===== src/logic/branch_decode_consts.vh =====
`ifndef BRANCH_DECODE_CONSTS_VH
`define BRANCH_DECODE_CONSTS_VH

// ----------------------------------------------------------------
// Register offsets (byte addresses, one word each)
// ----------------------------------------------------------------
`define OFS_CTRL 5'h00
`define OFS_STATUS 5'h04
`define OFS_MASK 5'h08
`define OFS_STATE 5'h0C
`define OFS_RET 5'h10
`define OFS_COUNT 5'h14

// ----------------------------------------------------------------
// Field positions and reset values
// ----------------------------------------------------------------
`define CTRL_EN_BIT 0
`define CTRL_RESET 1'h1
`define MASK_RESET 5'h00
`define EV_REDIRECT 0
`define EV_ILLEGAL 1
`define EV_TRAP 2
`define EV_SLEEP 3
`define EV_EXC_RET 4
`define EV_W 5
`define ST_T_BIT 0
`define ST_S_BIT 1
`define ST_SLEEP_BIT 2
`define ST_SLOT_BIT 3

// ----------------------------------------------------------------
// Instruction groups (bits 15:12)
// ----------------------------------------------------------------
`define GRP_LDB 4'h4
`define GRP_LDW 4'h5
`define GRP_LDL 4'h6
`define GRP_BRANCH 4'hA
`define GRP_SYS 4'hB

// ----------------------------------------------------------------
// Branch group operations (bits 11:8)
// ----------------------------------------------------------------
`define BR_IF_FALSE 4'h0
`define BR_IF_FALSE_D 4'h1
`define BR_IF_TRUE 4'h2
`define BR_IF_TRUE_D 4'h3
`define BR_JUMP_REL 4'h4
`define BR_CALL_REL 4'h5
`define BR_JUMP_REG_REL 4'h6
`define BR_CALL_REG_REL 4'h7
`define BR_JUMP_ABS 4'h8
`define BR_CALL_ABS 4'h9
`define BR_CALL_RETURN 4'hA

// ----------------------------------------------------------------
// System group operations (bits 11:8)
// ----------------------------------------------------------------
`define SY_T_CLEAR 4'h0
`define SY_T_SET 4'h1
`define SY_S_CLEAR 4'h2
`define SY_S_SET 4'h3
`define SY_ACC_CLEAR 4'h4
`define SY_LOAD_CTL 4'h5
`define SY_STORE_CTL 4'h6
`define SY_LOAD_SYS 4'h7
`define SY_STORE_SYS 4'h8
`define SY_LOAD_TLB 4'h9
`define SY_NOP 4'hA
`define SY_CACHE_WARM 4'hB
`define SY_EXC_RETURN 4'hC
`define SY_POWER_DOWN 4'hD
`define SY_TRAP 4'hE

// ----------------------------------------------------------------
// Minimum execution cycles with no wait states
// ----------------------------------------------------------------
`define CYC_BASE 3'd1
`define CYC_TAKEN 3'd2
`define CYC_EXC_RET 3'd4
`define CYC_SLEEP 3'd3
`define CYC_TRAP 3'd6
`define PC_STEP 32'h00000004

`endif


===== src/logic/branch_decode.v =====
// Local design decisions: the Avalon-MM interface to the registers and the register addresses.
`include "branch_decode_consts.vh"

module branch_decode (
	input wire ref_clk,
	input wire rst_b,
	input wire fetch_valid,
	input wire [15:0] fetch_instr,
	input wire [31:0] fetch_pc,
	output reg fetch_ready,
	input wire priv_mode,
	input wire mem_wait,
	input wire mem_contend,
	input wire wake,
	input wire alu_t_valid,
	input wire alu_t_value,
	input wire [31:0] exc_saved_pc,
	input wire exc_saved_t,
	output reg exe_valid,
	output reg [15:0] exe_instr,
	output reg [31:0] exe_pc,
	output reg [3:0] exe_src_sel,
	output reg [3:0] exe_dst_sel,
	output reg exe_gpr_we,
	output reg exe_priv,
	output reg exe_load,
	output reg [5:0] exe_ld_offset,
	output reg exe_delay_slot,
	output reg move_valid,
	output reg move_into_special,
	output reg move_is_system,
	output reg [3:0] move_sel,
	output reg redirect_valid,
	output reg [31:0] redirect_pc,
	output reg redirect_use_reg,
	output reg [3:0] redirect_reg_sel,
	output reg exc_return,
	output reg illegal_exc,
	output reg trap_req,
	output reg [7:0] trap_imm,
	output reg tlb_load,
	output reg prefetch_req,
	output reg acc_clear,
	output reg sleep_active,
	output reg t_flag,
	output reg s_flag,
	output reg irq,
	input wire [4:0] avs_address,
	input wire avs_read,
	input wire avs_write,
	input wire [31:0] avs_writedata,
	input wire [3:0] avs_byteenable,
	output reg avs_waitrequest,
	output reg [31:0] avs_readdata
);

	// ----------------------------------------------------------------
	// Decode helpers
	// ----------------------------------------------------------------
	function is_priv;
		input [15:0] w;
		begin
			is_priv = (w[15:12] == `GRP_SYS) &&
				(w[11:8] == `SY_LOAD_CTL || w[11:8] == `SY_STORE_CTL ||
				w[11:8] == `SY_LOAD_TLB || w[11:8] == `SY_EXC_RETURN ||
				w[11:8] == `SY_POWER_DOWN);
		end
	endfunction

	function is_load;
		input [15:0] w;
		begin
			is_load = (w[15:12] == `GRP_LDB) || (w[15:12] == `GRP_LDW) ||
				(w[15:12] == `GRP_LDL);
		end
	endfunction

	// ----------------------------------------------------------------
	// State
	// ----------------------------------------------------------------
	reg ctrl_en_r;
	reg [`EV_W-1:0] status_r;
	reg [`EV_W-1:0] mask_r;
	reg [31:0] ret_addr_r;
	reg [31:0] count_r;
	reg hold_v_r;
	reg [15:0] hold_w_r;
	reg [31:0] hold_pc_r;
	reg ld_pend_r;
	reg [3:0] ld_dst_r;
	reg slot_pend_r;
	reg [31:0] slot_pc_r;
	reg slot_use_reg_r;
	reg [3:0] slot_reg_r;
	reg [2:0] busy_r;

	wire accept = fetch_valid & fetch_ready;
	wire go = hold_v_r | accept;
	wire [15:0] cw = hold_v_r ? hold_w_r : fetch_instr;
	wire [31:0] cpc = hold_v_r ? hold_pc_r : fetch_pc;
	wire [3:0] grp = cw[15:12];
	wire [3:0] op = cw[11:8];
	wire hazard = ld_pend_r & ((cw[11:8] == ld_dst_r) | (cw[7:4] == ld_dst_r));
	wire issue = go & ~mem_wait & ~mem_contend & ~hazard;
	wire [31:0] disp_x2 = {{23{cw[7]}}, cw[7:0], 1'b0};
	wire [31:0] next_pc = cpc + `PC_STEP;

	// ----------------------------------------------------------------
	// Combinational decode of the word being issued
	// ----------------------------------------------------------------
	reg d_known;
	reg d_branch;
	reg d_taken;
	reg d_delayed;
	reg d_call;
	reg d_use_reg;
	reg [31:0] d_target;
	reg d_gpr_we;
	reg [2:0] d_cyc;
	reg d_illegal;
	reg [5:0] d_offset;

	always @* begin
		d_known = 1'b1;
		d_branch = 1'b0;
		d_taken = 1'b0;
		d_delayed = 1'b0;
		d_call = 1'b0;
		d_use_reg = 1'b0;
		d_target = next_pc + disp_x2;
		d_gpr_we = 1'b0;
		d_cyc = `CYC_BASE;
		d_offset = 6'h00;
		case (grp)
			`GRP_LDB: begin
				d_gpr_we = 1'b1;
				d_offset = {2'b00, cw[3:0]};
			end
			`GRP_LDW: begin
				d_gpr_we = 1'b1;
				d_offset = {1'b0, cw[3:0], 1'b0};
			end
			`GRP_LDL: begin
				d_gpr_we = 1'b1;
				d_offset = {cw[3:0], 2'b00};
			end
			`GRP_BRANCH: begin
				d_branch = 1'b1;
				case (op)
					`BR_IF_FALSE, `BR_IF_FALSE_D: begin
						d_taken = ~t_flag;
						d_delayed = (op == `BR_IF_FALSE_D);
					end
					`BR_IF_TRUE, `BR_IF_TRUE_D: begin
						d_taken = t_flag;
						d_delayed = (op == `BR_IF_TRUE_D);
					end
					`BR_JUMP_REL, `BR_CALL_REL: begin
						d_taken = 1'b1;
						d_delayed = 1'b1;
						d_call = (op == `BR_CALL_REL);
					end
					`BR_JUMP_REG_REL, `BR_CALL_REG_REL: begin
						d_taken = 1'b1;
						d_delayed = 1'b1;
						d_use_reg = 1'b1;
						d_target = next_pc;
						d_call = (op == `BR_CALL_REG_REL);
					end
					`BR_JUMP_ABS, `BR_CALL_ABS: begin
						d_taken = 1'b1;
						d_delayed = 1'b1;
						d_use_reg = 1'b1;
						d_target = 32'h00000000;
						d_call = (op == `BR_CALL_ABS);
					end
					`BR_CALL_RETURN: begin
						d_taken = 1'b1;
						d_target = ret_addr_r;
					end
					default: d_known = 1'b0;
				endcase
				if (d_taken)
					d_cyc = `CYC_TAKEN;
			end
			`GRP_SYS: begin
				case (op)
					`SY_STORE_CTL, `SY_STORE_SYS: d_gpr_we = 1'b1;
					`SY_EXC_RETURN: begin
						d_target = exc_saved_pc;
						d_cyc = `CYC_EXC_RET;
					end
					`SY_POWER_DOWN: d_cyc = `CYC_SLEEP;
					`SY_TRAP: d_cyc = `CYC_TRAP;
					`SY_T_CLEAR, `SY_T_SET, `SY_S_CLEAR, `SY_S_SET, `SY_ACC_CLEAR,
					`SY_LOAD_CTL, `SY_LOAD_SYS, `SY_LOAD_TLB, `SY_NOP,
					`SY_CACHE_WARM: d_gpr_we = 1'b0;
					default: d_known = 1'b0;
				endcase
			end
			default: d_gpr_we = 1'b1;
		endcase
		// Unknown code, privilege fault or a branch sitting in a delay slot
		d_illegal = ~d_known | (is_priv(cw) & ~priv_mode) | (slot_pend_r & d_branch);
	end

	wire ok = issue & ~d_illegal;
	wire is_sys = (grp == `GRP_SYS);
	wire do_exc_ret = ok & is_sys & (op == `SY_EXC_RETURN);
	wire do_sleep = ok & is_sys & (op == `SY_POWER_DOWN);
	wire do_trap = ok & is_sys & (op == `SY_TRAP);
	wire now_redirect = ok & ((d_taken & ~d_delayed) | do_exc_ret);
	wire slot_fire = ok & slot_pend_r;
	wire [2:0] busy_nxt = (issue & ~d_illegal) ? d_cyc - 3'd1 :
		(busy_r != 3'd0 ? busy_r - 3'd1 : 3'd0);
	wire sleep_nxt = do_sleep | (sleep_active & ~wake);
	wire hold_nxt = go & ~issue;
	wire [`EV_W-1:0] events = {do_exc_ret, do_sleep, do_trap, issue & d_illegal,
		now_redirect | slot_fire};

	// ----------------------------------------------------------------
	// Issue stage
	// ----------------------------------------------------------------
	always @(posedge ref_clk or negedge rst_b) begin
		if (!rst_b) begin
			fetch_ready <= 1'b0;
			hold_v_r <= 1'b0;
			hold_w_r <= 16'h0000;
			hold_pc_r <= 32'h00000000;
			ld_pend_r <= 1'b0;
			ld_dst_r <= 4'h0;
			slot_pend_r <= 1'b0;
			slot_pc_r <= 32'h00000000;
			slot_use_reg_r <= 1'b0;
			slot_reg_r <= 4'h0;
			busy_r <= 3'd0;
			ret_addr_r <= 32'h00000000;
			count_r <= 32'h00000000;
			exe_valid <= 1'b0;
			exe_instr <= 16'h0000;
			exe_pc <= 32'h00000000;
			exe_src_sel <= 4'h0;
			exe_dst_sel <= 4'h0;
			exe_gpr_we <= 1'b0;
			exe_priv <= 1'b0;
			exe_load <= 1'b0;
			exe_ld_offset <= 6'h00;
			exe_delay_slot <= 1'b0;
			move_valid <= 1'b0;
			move_into_special <= 1'b0;
			move_is_system <= 1'b0;
			move_sel <= 4'h0;
			redirect_valid <= 1'b0;
			redirect_pc <= 32'h00000000;
			redirect_use_reg <= 1'b0;
			redirect_reg_sel <= 4'h0;
			exc_return <= 1'b0;
			illegal_exc <= 1'b0;
			trap_req <= 1'b0;
			trap_imm <= 8'h00;
			tlb_load <= 1'b0;
			prefetch_req <= 1'b0;
			acc_clear <= 1'b0;
			sleep_active <= 1'b0;
			t_flag <= 1'b0;
			s_flag <= 1'b0;
		end else begin
			hold_v_r <= hold_nxt;
			if (accept) begin
				hold_w_r <= fetch_instr;
				hold_pc_r <= fetch_pc;
			end
			busy_r <= busy_nxt;
			sleep_active <= sleep_nxt;
			fetch_ready <= ctrl_en_r & ~hold_nxt & (busy_nxt == 3'd0) & ~sleep_nxt;
			ld_pend_r <= ok & is_load(cw);
			if (ok & is_load(cw))
				ld_dst_r <= cw[11:8];
			exe_valid <= ok;
			exe_instr <= cw;
			exe_pc <= cpc;
			exe_dst_sel <= cw[11:8];
			exe_src_sel <= cw[7:4];
			exe_gpr_we <= ok & d_gpr_we;
			exe_priv <= is_priv(cw);
			exe_load <= ok & is_load(cw);
			exe_ld_offset <= d_offset;
			exe_delay_slot <= slot_fire;
			move_valid <= ok & is_sys & (op >= `SY_LOAD_CTL) & (op <= `SY_STORE_SYS);
			move_into_special <= (op == `SY_LOAD_CTL) | (op == `SY_LOAD_SYS);
			move_is_system <= (op == `SY_LOAD_SYS) | (op == `SY_STORE_SYS);
			move_sel <= cw[3:0];
			exc_return <= do_exc_ret;
			illegal_exc <= issue & d_illegal;
			trap_req <= do_trap;
			trap_imm <= cw[7:0];
			tlb_load <= ok & is_sys & (op == `SY_LOAD_TLB);
			prefetch_req <= ok & is_sys & (op == `SY_CACHE_WARM);
			acc_clear <= ok & is_sys & (op == `SY_ACC_CLEAR);
			if (ok & d_call)
				ret_addr_r <= next_pc;
			if (ok)
				count_r <= count_r + 32'h00000001;
			// Delayed transfer waits for the slot instruction to issue
			if (slot_fire) begin
				slot_pend_r <= 1'b0;
				redirect_valid <= 1'b1;
				redirect_pc <= slot_pc_r;
				redirect_use_reg <= slot_use_reg_r;
				redirect_reg_sel <= slot_reg_r;
			end else begin
				if (issue & d_illegal)
					slot_pend_r <= 1'b0;
				else if (ok & d_taken & d_delayed)
					slot_pend_r <= 1'b1;
				if (ok & d_taken & d_delayed) begin
					slot_pc_r <= d_target;
					slot_use_reg_r <= d_use_reg;
					slot_reg_r <= cw[7:4];
				end
				redirect_valid <= now_redirect;
				redirect_pc <= d_target;
				redirect_use_reg <= 1'b0;
				redirect_reg_sel <= cw[7:4];
			end
			// Issued instruction is newer than the ALU result, so it wins
			if (do_exc_ret)
				t_flag <= exc_saved_t;
			else if (ok & is_sys & (op == `SY_T_CLEAR))
				t_flag <= 1'b0;
			else if (ok & is_sys & (op == `SY_T_SET))
				t_flag <= 1'b1;
			else if (alu_t_valid)
				t_flag <= alu_t_value;
			if (ok & is_sys & (op == `SY_S_CLEAR))
				s_flag <= 1'b0;
			else if (ok & is_sys & (op == `SY_S_SET))
				s_flag <= 1'b1;
		end
	end

	// ----------------------------------------------------------------
	// Avalon-MM slave, one wait cycle on every access
	// ----------------------------------------------------------------
	wire req = avs_read | avs_write;
	wire ack = req & ~avs_waitrequest;
	reg [31:0] rd_mux;

	always @* begin
		rd_mux = 32'h00000000;
		case (avs_address)
			`OFS_CTRL: rd_mux = {31'h00000000, ctrl_en_r};
			`OFS_STATUS: rd_mux = {27'h0000000, status_r};
			`OFS_MASK: rd_mux = {27'h0000000, mask_r};
			`OFS_STATE: rd_mux = {28'h0000000, slot_pend_r, sleep_active, s_flag, t_flag};
			`OFS_RET: rd_mux = ret_addr_r;
			`OFS_COUNT: rd_mux = count_r;
			default: rd_mux = 32'h00000000;
		endcase
	end

	always @(posedge ref_clk or negedge rst_b) begin
		if (!rst_b) begin
			avs_waitrequest <= 1'b1;
			avs_readdata <= 32'h00000000;
			ctrl_en_r <= `CTRL_RESET;
			mask_r <= `MASK_RESET;
			status_r <= {`EV_W{1'b0}};
			irq <= 1'b0;
		end else begin
			avs_waitrequest <= ~(req & avs_waitrequest);
			if (req & avs_waitrequest)
				avs_readdata <= avs_read ? rd_mux : 32'h00000000;
			if (ack & avs_write & avs_byteenable[0]) begin
				if (avs_address == `OFS_CTRL)
					ctrl_en_r <= avs_writedata[`CTRL_EN_BIT];
				if (avs_address == `OFS_MASK)
					mask_r <= avs_writedata[`EV_W-1:0];
			end
			// Only bits already returned are cleared; new events still set
			if (ack & avs_read & (avs_address == `OFS_STATUS))
				status_r <= (status_r & ~avs_readdata[`EV_W-1:0]) | events;
			else
				status_r <= status_r | events;
			irq <= |((status_r | events) & mask_r);
		end
	end

endmodule // branch_decode


===== config.mk =====
export PLATFORM = sky130hd
export DESIGN_NAME = branch_decode
export DESIGN_NICKNAME = d
export VERILOG_FILES = /design/src/logic/branch_decode.v
export VERILOG_INCLUDE_DIRS = /design/src /design/src/logic
export SDC_FILE = /design/constraint.sdc
export NUM_CORES = 1
export LEC_CHECK = 0
export BUFFER_PORTS_ARGS = -buffer_cell sky130_fd_sc_hd__buf_2
export CAP_MARGIN = 40
export CORE_UTILIZATION = 40
export DETAILED_ROUTE_END_ITERATION = 10
export SLEW_MARGIN = 20
export SYNTH_ARGS = -nofsm -noshare
export SYNTH_HDL_FRONTEND = slang
export SYNTH_SLANG_ARGS = --single-unit

===== constraint.sdc =====
create_clock -name ref_clk -period 7 [get_ports ref_clk]
set_input_delay 0.7 -clock ref_clk [delete_from_list [all_inputs] [get_ports ref_clk]]
set_output_delay 0.7 -clock ref_clk [all_outputs]
set_load 0.1 [all_outputs]

# Word-level counts from Yosys, hierarchy flattened
# Index checks and enable logic that the tools add are counted.
# word_totals
register_bits	333
inputBits	133
output_inout_bits	164
wordCells	221
# op_classes
addsub	5
n_lt_le_gt_ge	2
eq_ne	26
n_mux	42
bitwise_logic	71
n_reduce_logical	29
# ops
op	n
one-hot mux 32 bit (6 select lines)	1
two-way mux 32 bit	4
one-hot mux 32 bit (3 select lines)	1
one-hot mux 32 bit (2 select lines)	1
AND 1 bit	41
equality test 4 bit, second input constant	9
adder 32 x 1 -> 32 bit, second input constant	1
adder 32 x 3 -> 32 bit, second input constant	1
adder 32 bit	1
equality test 4 x 3 -> 1 bit, second input constant	7
two-way mux 1 bit	21
one-hot mux 6 bit (3 select lines)	1
two-way mux 16 bit	1
inverter 1 bit	15
OR reduction 15 bit	1
OR reduction 2 bit	6
OR reduction 11 bit	1
AND 5 bit	2
equality test 5 x 4 -> 1 bit, second input constant	2
equality test 5 bit, second input constant	2
OR 1 bit	10
OR 5 bit	2
one-hot mux 1 bit (3 select lines)	3
one-hot mux 3 bit (3 select lines)	1
27 further kinds	40

# Depth between registers and ports, before layout
# depth
word_depth	20
mapped_depth	25
mapped_depth_nobuf	18

# Worst setup path before layout
# No wires, ideal clock.
# synth_timing
path_type	register to register
start	reg hold_v_r
end	reg redirect_pc[29]
setup_time_ns	0.125
arrival_time_ns	4.768
required_time_ns	6.875
setup_slack_ns	2.107
stages_incl_launch_ff	26
n_path_buf	8
synth_period_minus_slack_ns	4.893
cell_sequence	dfrtp_1 -> buf_6 -> buf_8 -> buf_8 -> buf_6 -> buf_2 -> buf_4 -> buf_2 -> mux2_2 -> ha_1 -> nor2b_2 -> and4_1 -> buf_2 -> and2_1 -> nand2_1 -> xnor2_1 -> ha_1 -> a21oi_1 -> o21a_1 -> o21ai_0 -> a21o_1 -> a221o_1 -> a31oi_1 -> xor2_1 -> o21ai_1 -> mux2_2
# synth_via
elab_cells_between_ends	55
classes_between	2 x add/sub; 18 x eq/ne; 10 x mux; 15 x bitwise; 10 x reduce/logical
# synth_rtl
item	line	rtl
start, declared	branch_decode.v:86	reg hold_v_r;
start signal, assigned	branch_decode.v:268	hold_v_r <= hold_nxt;
two-way mux 32 bit (*)	branch_decode.v:100	wire [31:0] cpc = hold_v_r ? hold_pc_r : fetch_pc;
via cpc[2]	branch_decode.v:100	
adder 32 x 3 -> 32 bit (no line) (*)	--	
via next_pc[22]	branch_decode.v:106	wire [31:0] next_pc = cpc + `PC_STEP;
adder 32 bit (*)	branch_decode.v:130	d_target = next_pc + disp_x2;
one-hot mux 32 bit (3 select lines) / two-way mux 32 bit (equally long branches)	branch_decode.v:149, branch_decode.v:187	
one-hot mux 32 bit (2 select lines) (*)	branch_decode.v:134	case (grp)
two-way mux 32 bit (*)	branch_decode.v:305	if (slot_fire) begin
end signal, assigned	branch_decode.v:308	redirect_pc <= slot_pc_r;
end signal, assigned	branch_decode.v:322	redirect_pc <= d_target;
end, declared	branch_decode.v:34	output reg [31:0] redirect_pc,
# The timed path passes the listed nets; every way through them passes the cells marked *.
# A chain may end at the register's enable or synchronous reset.

# Worst setup path in the final report
# layout_timing
start	reg hold_v_r
end	reg redirect_pc[26]
# layout_via
elab_cells_between_ends	55
classes_between	2 x add/sub; 18 x eq/ne; 10 x mux; 15 x bitwise; 10 x reduce/logical
# layout_rtl
item	line
two-way mux 32 bit (*)	branch_decode.v:100
adder 32 x 3 -> 32 bit (no line) (*)	--
via next_pc[15]	branch_decode.v:106
adder 32 bit (*)	branch_decode.v:130
one-hot mux 32 bit (3 select lines) / two-way mux 32 bit (equally long branches)	branch_decode.v:149, branch_decode.v:187
one-hot mux 32 bit (2 select lines) (*)	branch_decode.v:134
two-way mux 32 bit (*)	branch_decode.v:305
# Marks and branches as above.

==> impl_results.md <==
* Switching pwr at just under 5000 µW
* Die width at just over 200 µm
* Synth top area share at 47.6%
* Largest net degree at the start of global routing at around 130
* Clk sinks at around 310
* Setup violators final at 0
* Critical path class: flop to flop
* Compound-cell area share of the yosys netlist at between 10% and 20%
* Post-synthesis cell count at roughly 1,500
* Via Count at 12,703
* Placer Congestion at just under 0.9
* XOR/XNOR Fraction of Synth Area at under 10%
* Fin crit share at 72.3%
* Die Y at 204 µm
* Crit-path leading delay family: compound AO/OA/AOI/OAI gates
* Synthesized cell area at about 16,000 µm²
* Netlist cell types at 89
* Clock buffer count from CTS at 37
* Die area at 41,700 µm²
* Setup crit start kind: flop
* Logic pwr share at approximately 56%
* Initial Util at between 40% and 50%
* Hold Path Class: input pin to asynchronous set/reset pin
* Leakage at around 0.0091 µW
* Final worst path period need at approximately 5 ns
* Worst Skew at 0.0131 ns
* Post-synth top flop: dfrtp_1
* Nature of the critical path endpoint: flop
* Share of layout cells above drive strength 1 at 29.6%
* Max Clock Freq at roughly 0.2 GHz
* Rel. slew slack at between 30% and 40%
* Max-slew violation count at 0
* Power Dens Cells at 507 nW/µm²
* Root buffer cell: clkbuf_16
* H-tree levels at 2
* WP data arrival at 5.49 ns
* Sequential share of the synthesized area at 47.9%
* Hold Fails Final Rpt at 0
* Syn Nets at roughly 1,700
* Max-cap violations at 0
* Final std cells w/o fill at 2,316
* Mux share of post-synthesis cell area at 14.4%
* Clock Path Buffers at 3
* CP peak stage delay at between 0.6 and 0.7 ns
* Number of synthesized flops with an enable pin at 0
* Sequential cell fraction of total power at between 20% and 30%
* Setup bufs post-CTS at 0
* Met3 Use GR at 5.07%
* Largest family of logic cells by synthesized area: multiplexers
* RSZ-0062 raised after global routing: false
* Post-DP HPWL at 36,900 µm
* Fraction of power consumed by the clock network at around 20%
* Clock slew at reported path FFs at roughly 0.060 ns
* Status: finished, final reports clean
* Drt drc at 0
* Gr usage total at between 20% and 30%
* Antenna violations before repair at 5
* Internal power at 4830 µW
* Slowest CP cell: dfrtp_2
* Hold_buf cts at 0
* Path depth of the worst reg2reg path at 16
* I/O pin cnt at around 300
* Avg Cell Area, Syn at roughly 11 µm²
* WL per Instance at ~21 µm
* M1 GR Usage at between 30% and 40%
* Placed insts at roughly 2,200
* Port buffer count at about 270
* Area contributors post-synth: dfrtp_1, mux2_2, xnor2_1
* Drt pass-1 iters at 5
* Core Box Area at ~40,000 µm²
* Synth Area in Adders at under 10%
* FP Rows at 73
* First-pass GRT wire length at between 70,000 and 80,000 µm
* Detailed Route Iter0 Violations at about 870
* Synthesis Warnings at 0
* Total gr overflow at 0
* Vias in the first global route at around 13,000
* Largest area contributor in the netlist: dfrtp_1
* Area grow syn2layout at 18.2%
* FF+latch count, synth at 313
* Critical path's most frequent cell: o21ai_0
* Slew at the pin closest to its max-slew limit at ~0.94 ns
* TritonCTS clock tree: done
* Crit-path cells: buf_12 -> nand2_1 -> o22ai_1 -> and4_1 -> nand2_1 -> xnor2_1 -> ha_1 -> a21o_1 -> a21o_1 -> a21oi_1 -> o21ai_0 -> a31oi_1 -> o21ai_0 -> xnor2_1 -> o21ai_0 -> mux2_2
* Crit-path max FO at 59
* Nets at roughly 1,900
* Switching Fraction at between 50% and 60%
* Clk_lat worst skew at between 0.5 and 0.6 ns
* CP Buf/Inv Count at 1
* PostCTS Resize Cnt at 0
* Simple-gate share of the synthesized area at between 10% and 20%
* Remaining antenna violation count at 0
* Maximum vdd drop at ~0.43 mV
* Critical Path Stages at 16
* Via density at ~5.5
* GRT busiest layer: met2
* Async set-reset flop share out of synthesis at 100%
* Met2 usage at 37.1%
* Setup TNS at 0 ns
* Worst Path Required at about 7.4 ns
* Post-Route WL at ~50,000 µm
-- synthesized netlist by cell type (4+ instances only) --
cell,n
clkbuf_1,37
o21ai_1,8
dfrtp_1,311
xnor2_1,68
a22o_1,4
and3_1,15
nand2b_1,9
buf_6,9
xor2_1,22
o211ai_1,9
nand2_1,153
a22oi_1,53
and2_1,7
a21oi_1,90
mux2i_1,26
nor2_1,63
o21a_1,10
nand4_1,17
buf_2,13
o221ai_1,6
mux2_1,26
a211oi_1,6
buf_4,27
nand3_1,43
nor3_1,29
inv_1,36
a21o_1,19
mux2_4,28
or3_1,4
nor2b_1,4
a31oi_1,6
a222oi_1,9
mux2_2,113
o21ai_0,96
ha_1,36
o22ai_1,8
nor4_1,9
and4_1,6
o21bai_1,5
-- path summary, 6_finish.rpt --
path | endpoint | slack (ns) | from
max | redirect_pc[26]$_DFF_PN0_ | 1.94 | hold_v_r$_DFF_PN0_
max in group asynchronous | hold_pc_r[17]$_DFFE_PN0P_ | 5.52 | rst_b
min reg2reg | avs_readdata[24]$_DFFE_PN0P_ | 0.47 | avs_readdata[24]$_DFFE_PN0P_
min in group ref_clk | sleep_active$_DFF_PN0_ | 0.34 | wake
min | exc_return$_DFF_PN0_ | 0.21 | rst_b
max reg2reg | redirect_pc[26]$_DFF_PN0_ | 1.94 | hold_v_r$_DFF_PN0_
-- power groups by stage --
stage / clock network (µW) / registers [µW] / logic (µW)
after floorplan: 0 / 4000 / 2730
after detailed placement: 0 / 2460 / 5410
after global routing: 2030 / 2480 / 5790
after global placement: 0 / 2450 / 5390
after CTS: 1970 / 2440 / 5440
final: 1910 / 2430 / 5440
-- per-layer routing --
metal | vias to the layer above | share of wire (%)
met3 | 62 | 6.4
met4 | 8 | 1.7
met2 | 360 | 45
met5 | - | 0.10
met1 | 6307 | 46
li1 | 5966 | -
-- placed cells by master (no fill, tap or decap), drive strengths merged, types with 9 or more instances in the layout --
cell	count
a21o	19
a21oi	90
a222oi	9
a22oi	53
and3	16
buf	293
clkbuf	51
clkinv	10
dfrtp	311
ha	36
inv	42
mux2	167
mux2i	30
nand2	155
nand2b	9
nand3	43
nand4	18
nor2	66
nor3	30
nor4	10
o211ai	9
o21a	10
o21ai	104
xnor2	69
xor2	22
-- cell type report --
cell class,instances,area (µm²)
Fill cell,3808,20700
Sequential cell,313,7840
Multi-Input combinational cell,1075,7840
Timing Repair Buffer,294,1640
Clock buffer,50,1020
Tap cell,525,657
Clock inverter,18,180
Inverter,40,150
Antenna cell,1,2.50
-- metrics by stage --
step | hold WS [ns] | setup WS [ns] | utilization, % | power (µW) | cell area [µm²]
after floorplan | 0.404 | 2.11 | - | 6720 | 16300
after global placement | 0.458 | 2.01 | 44.9 | 7830 | 18000
after detailed placement | 0.465 | 1.95 | 45.2 | 7870 | 18100
after CTS | 0.250 | 1.92 | 48.2 | 9850 | 19300
after global routing | 0.288 | 1.53 | 48.3 | 10300 | 19300
final | 0.215 | 1.94 | 48.3 | 9790 | 19300
-- cell families (layout without fill, tap and decap cells) --
| group | Yosys count | in the layout |
|---|---|---|
| AND/OR/NAND/NOR | 387 | 387 |
| multiplexers | 198 | 198 |
| buffers and inverters | 131 | 402 |
| adder cells (fa/ha/maj) | 37 | 37 |
| XOR/XNOR | 91 | 91 |
| AO/OA/AOI/OAI | 362 | 362 |
| flip-flops | 313 | 313 |
| other | 0 | 1 |
(Power assumes the default switching activity.)
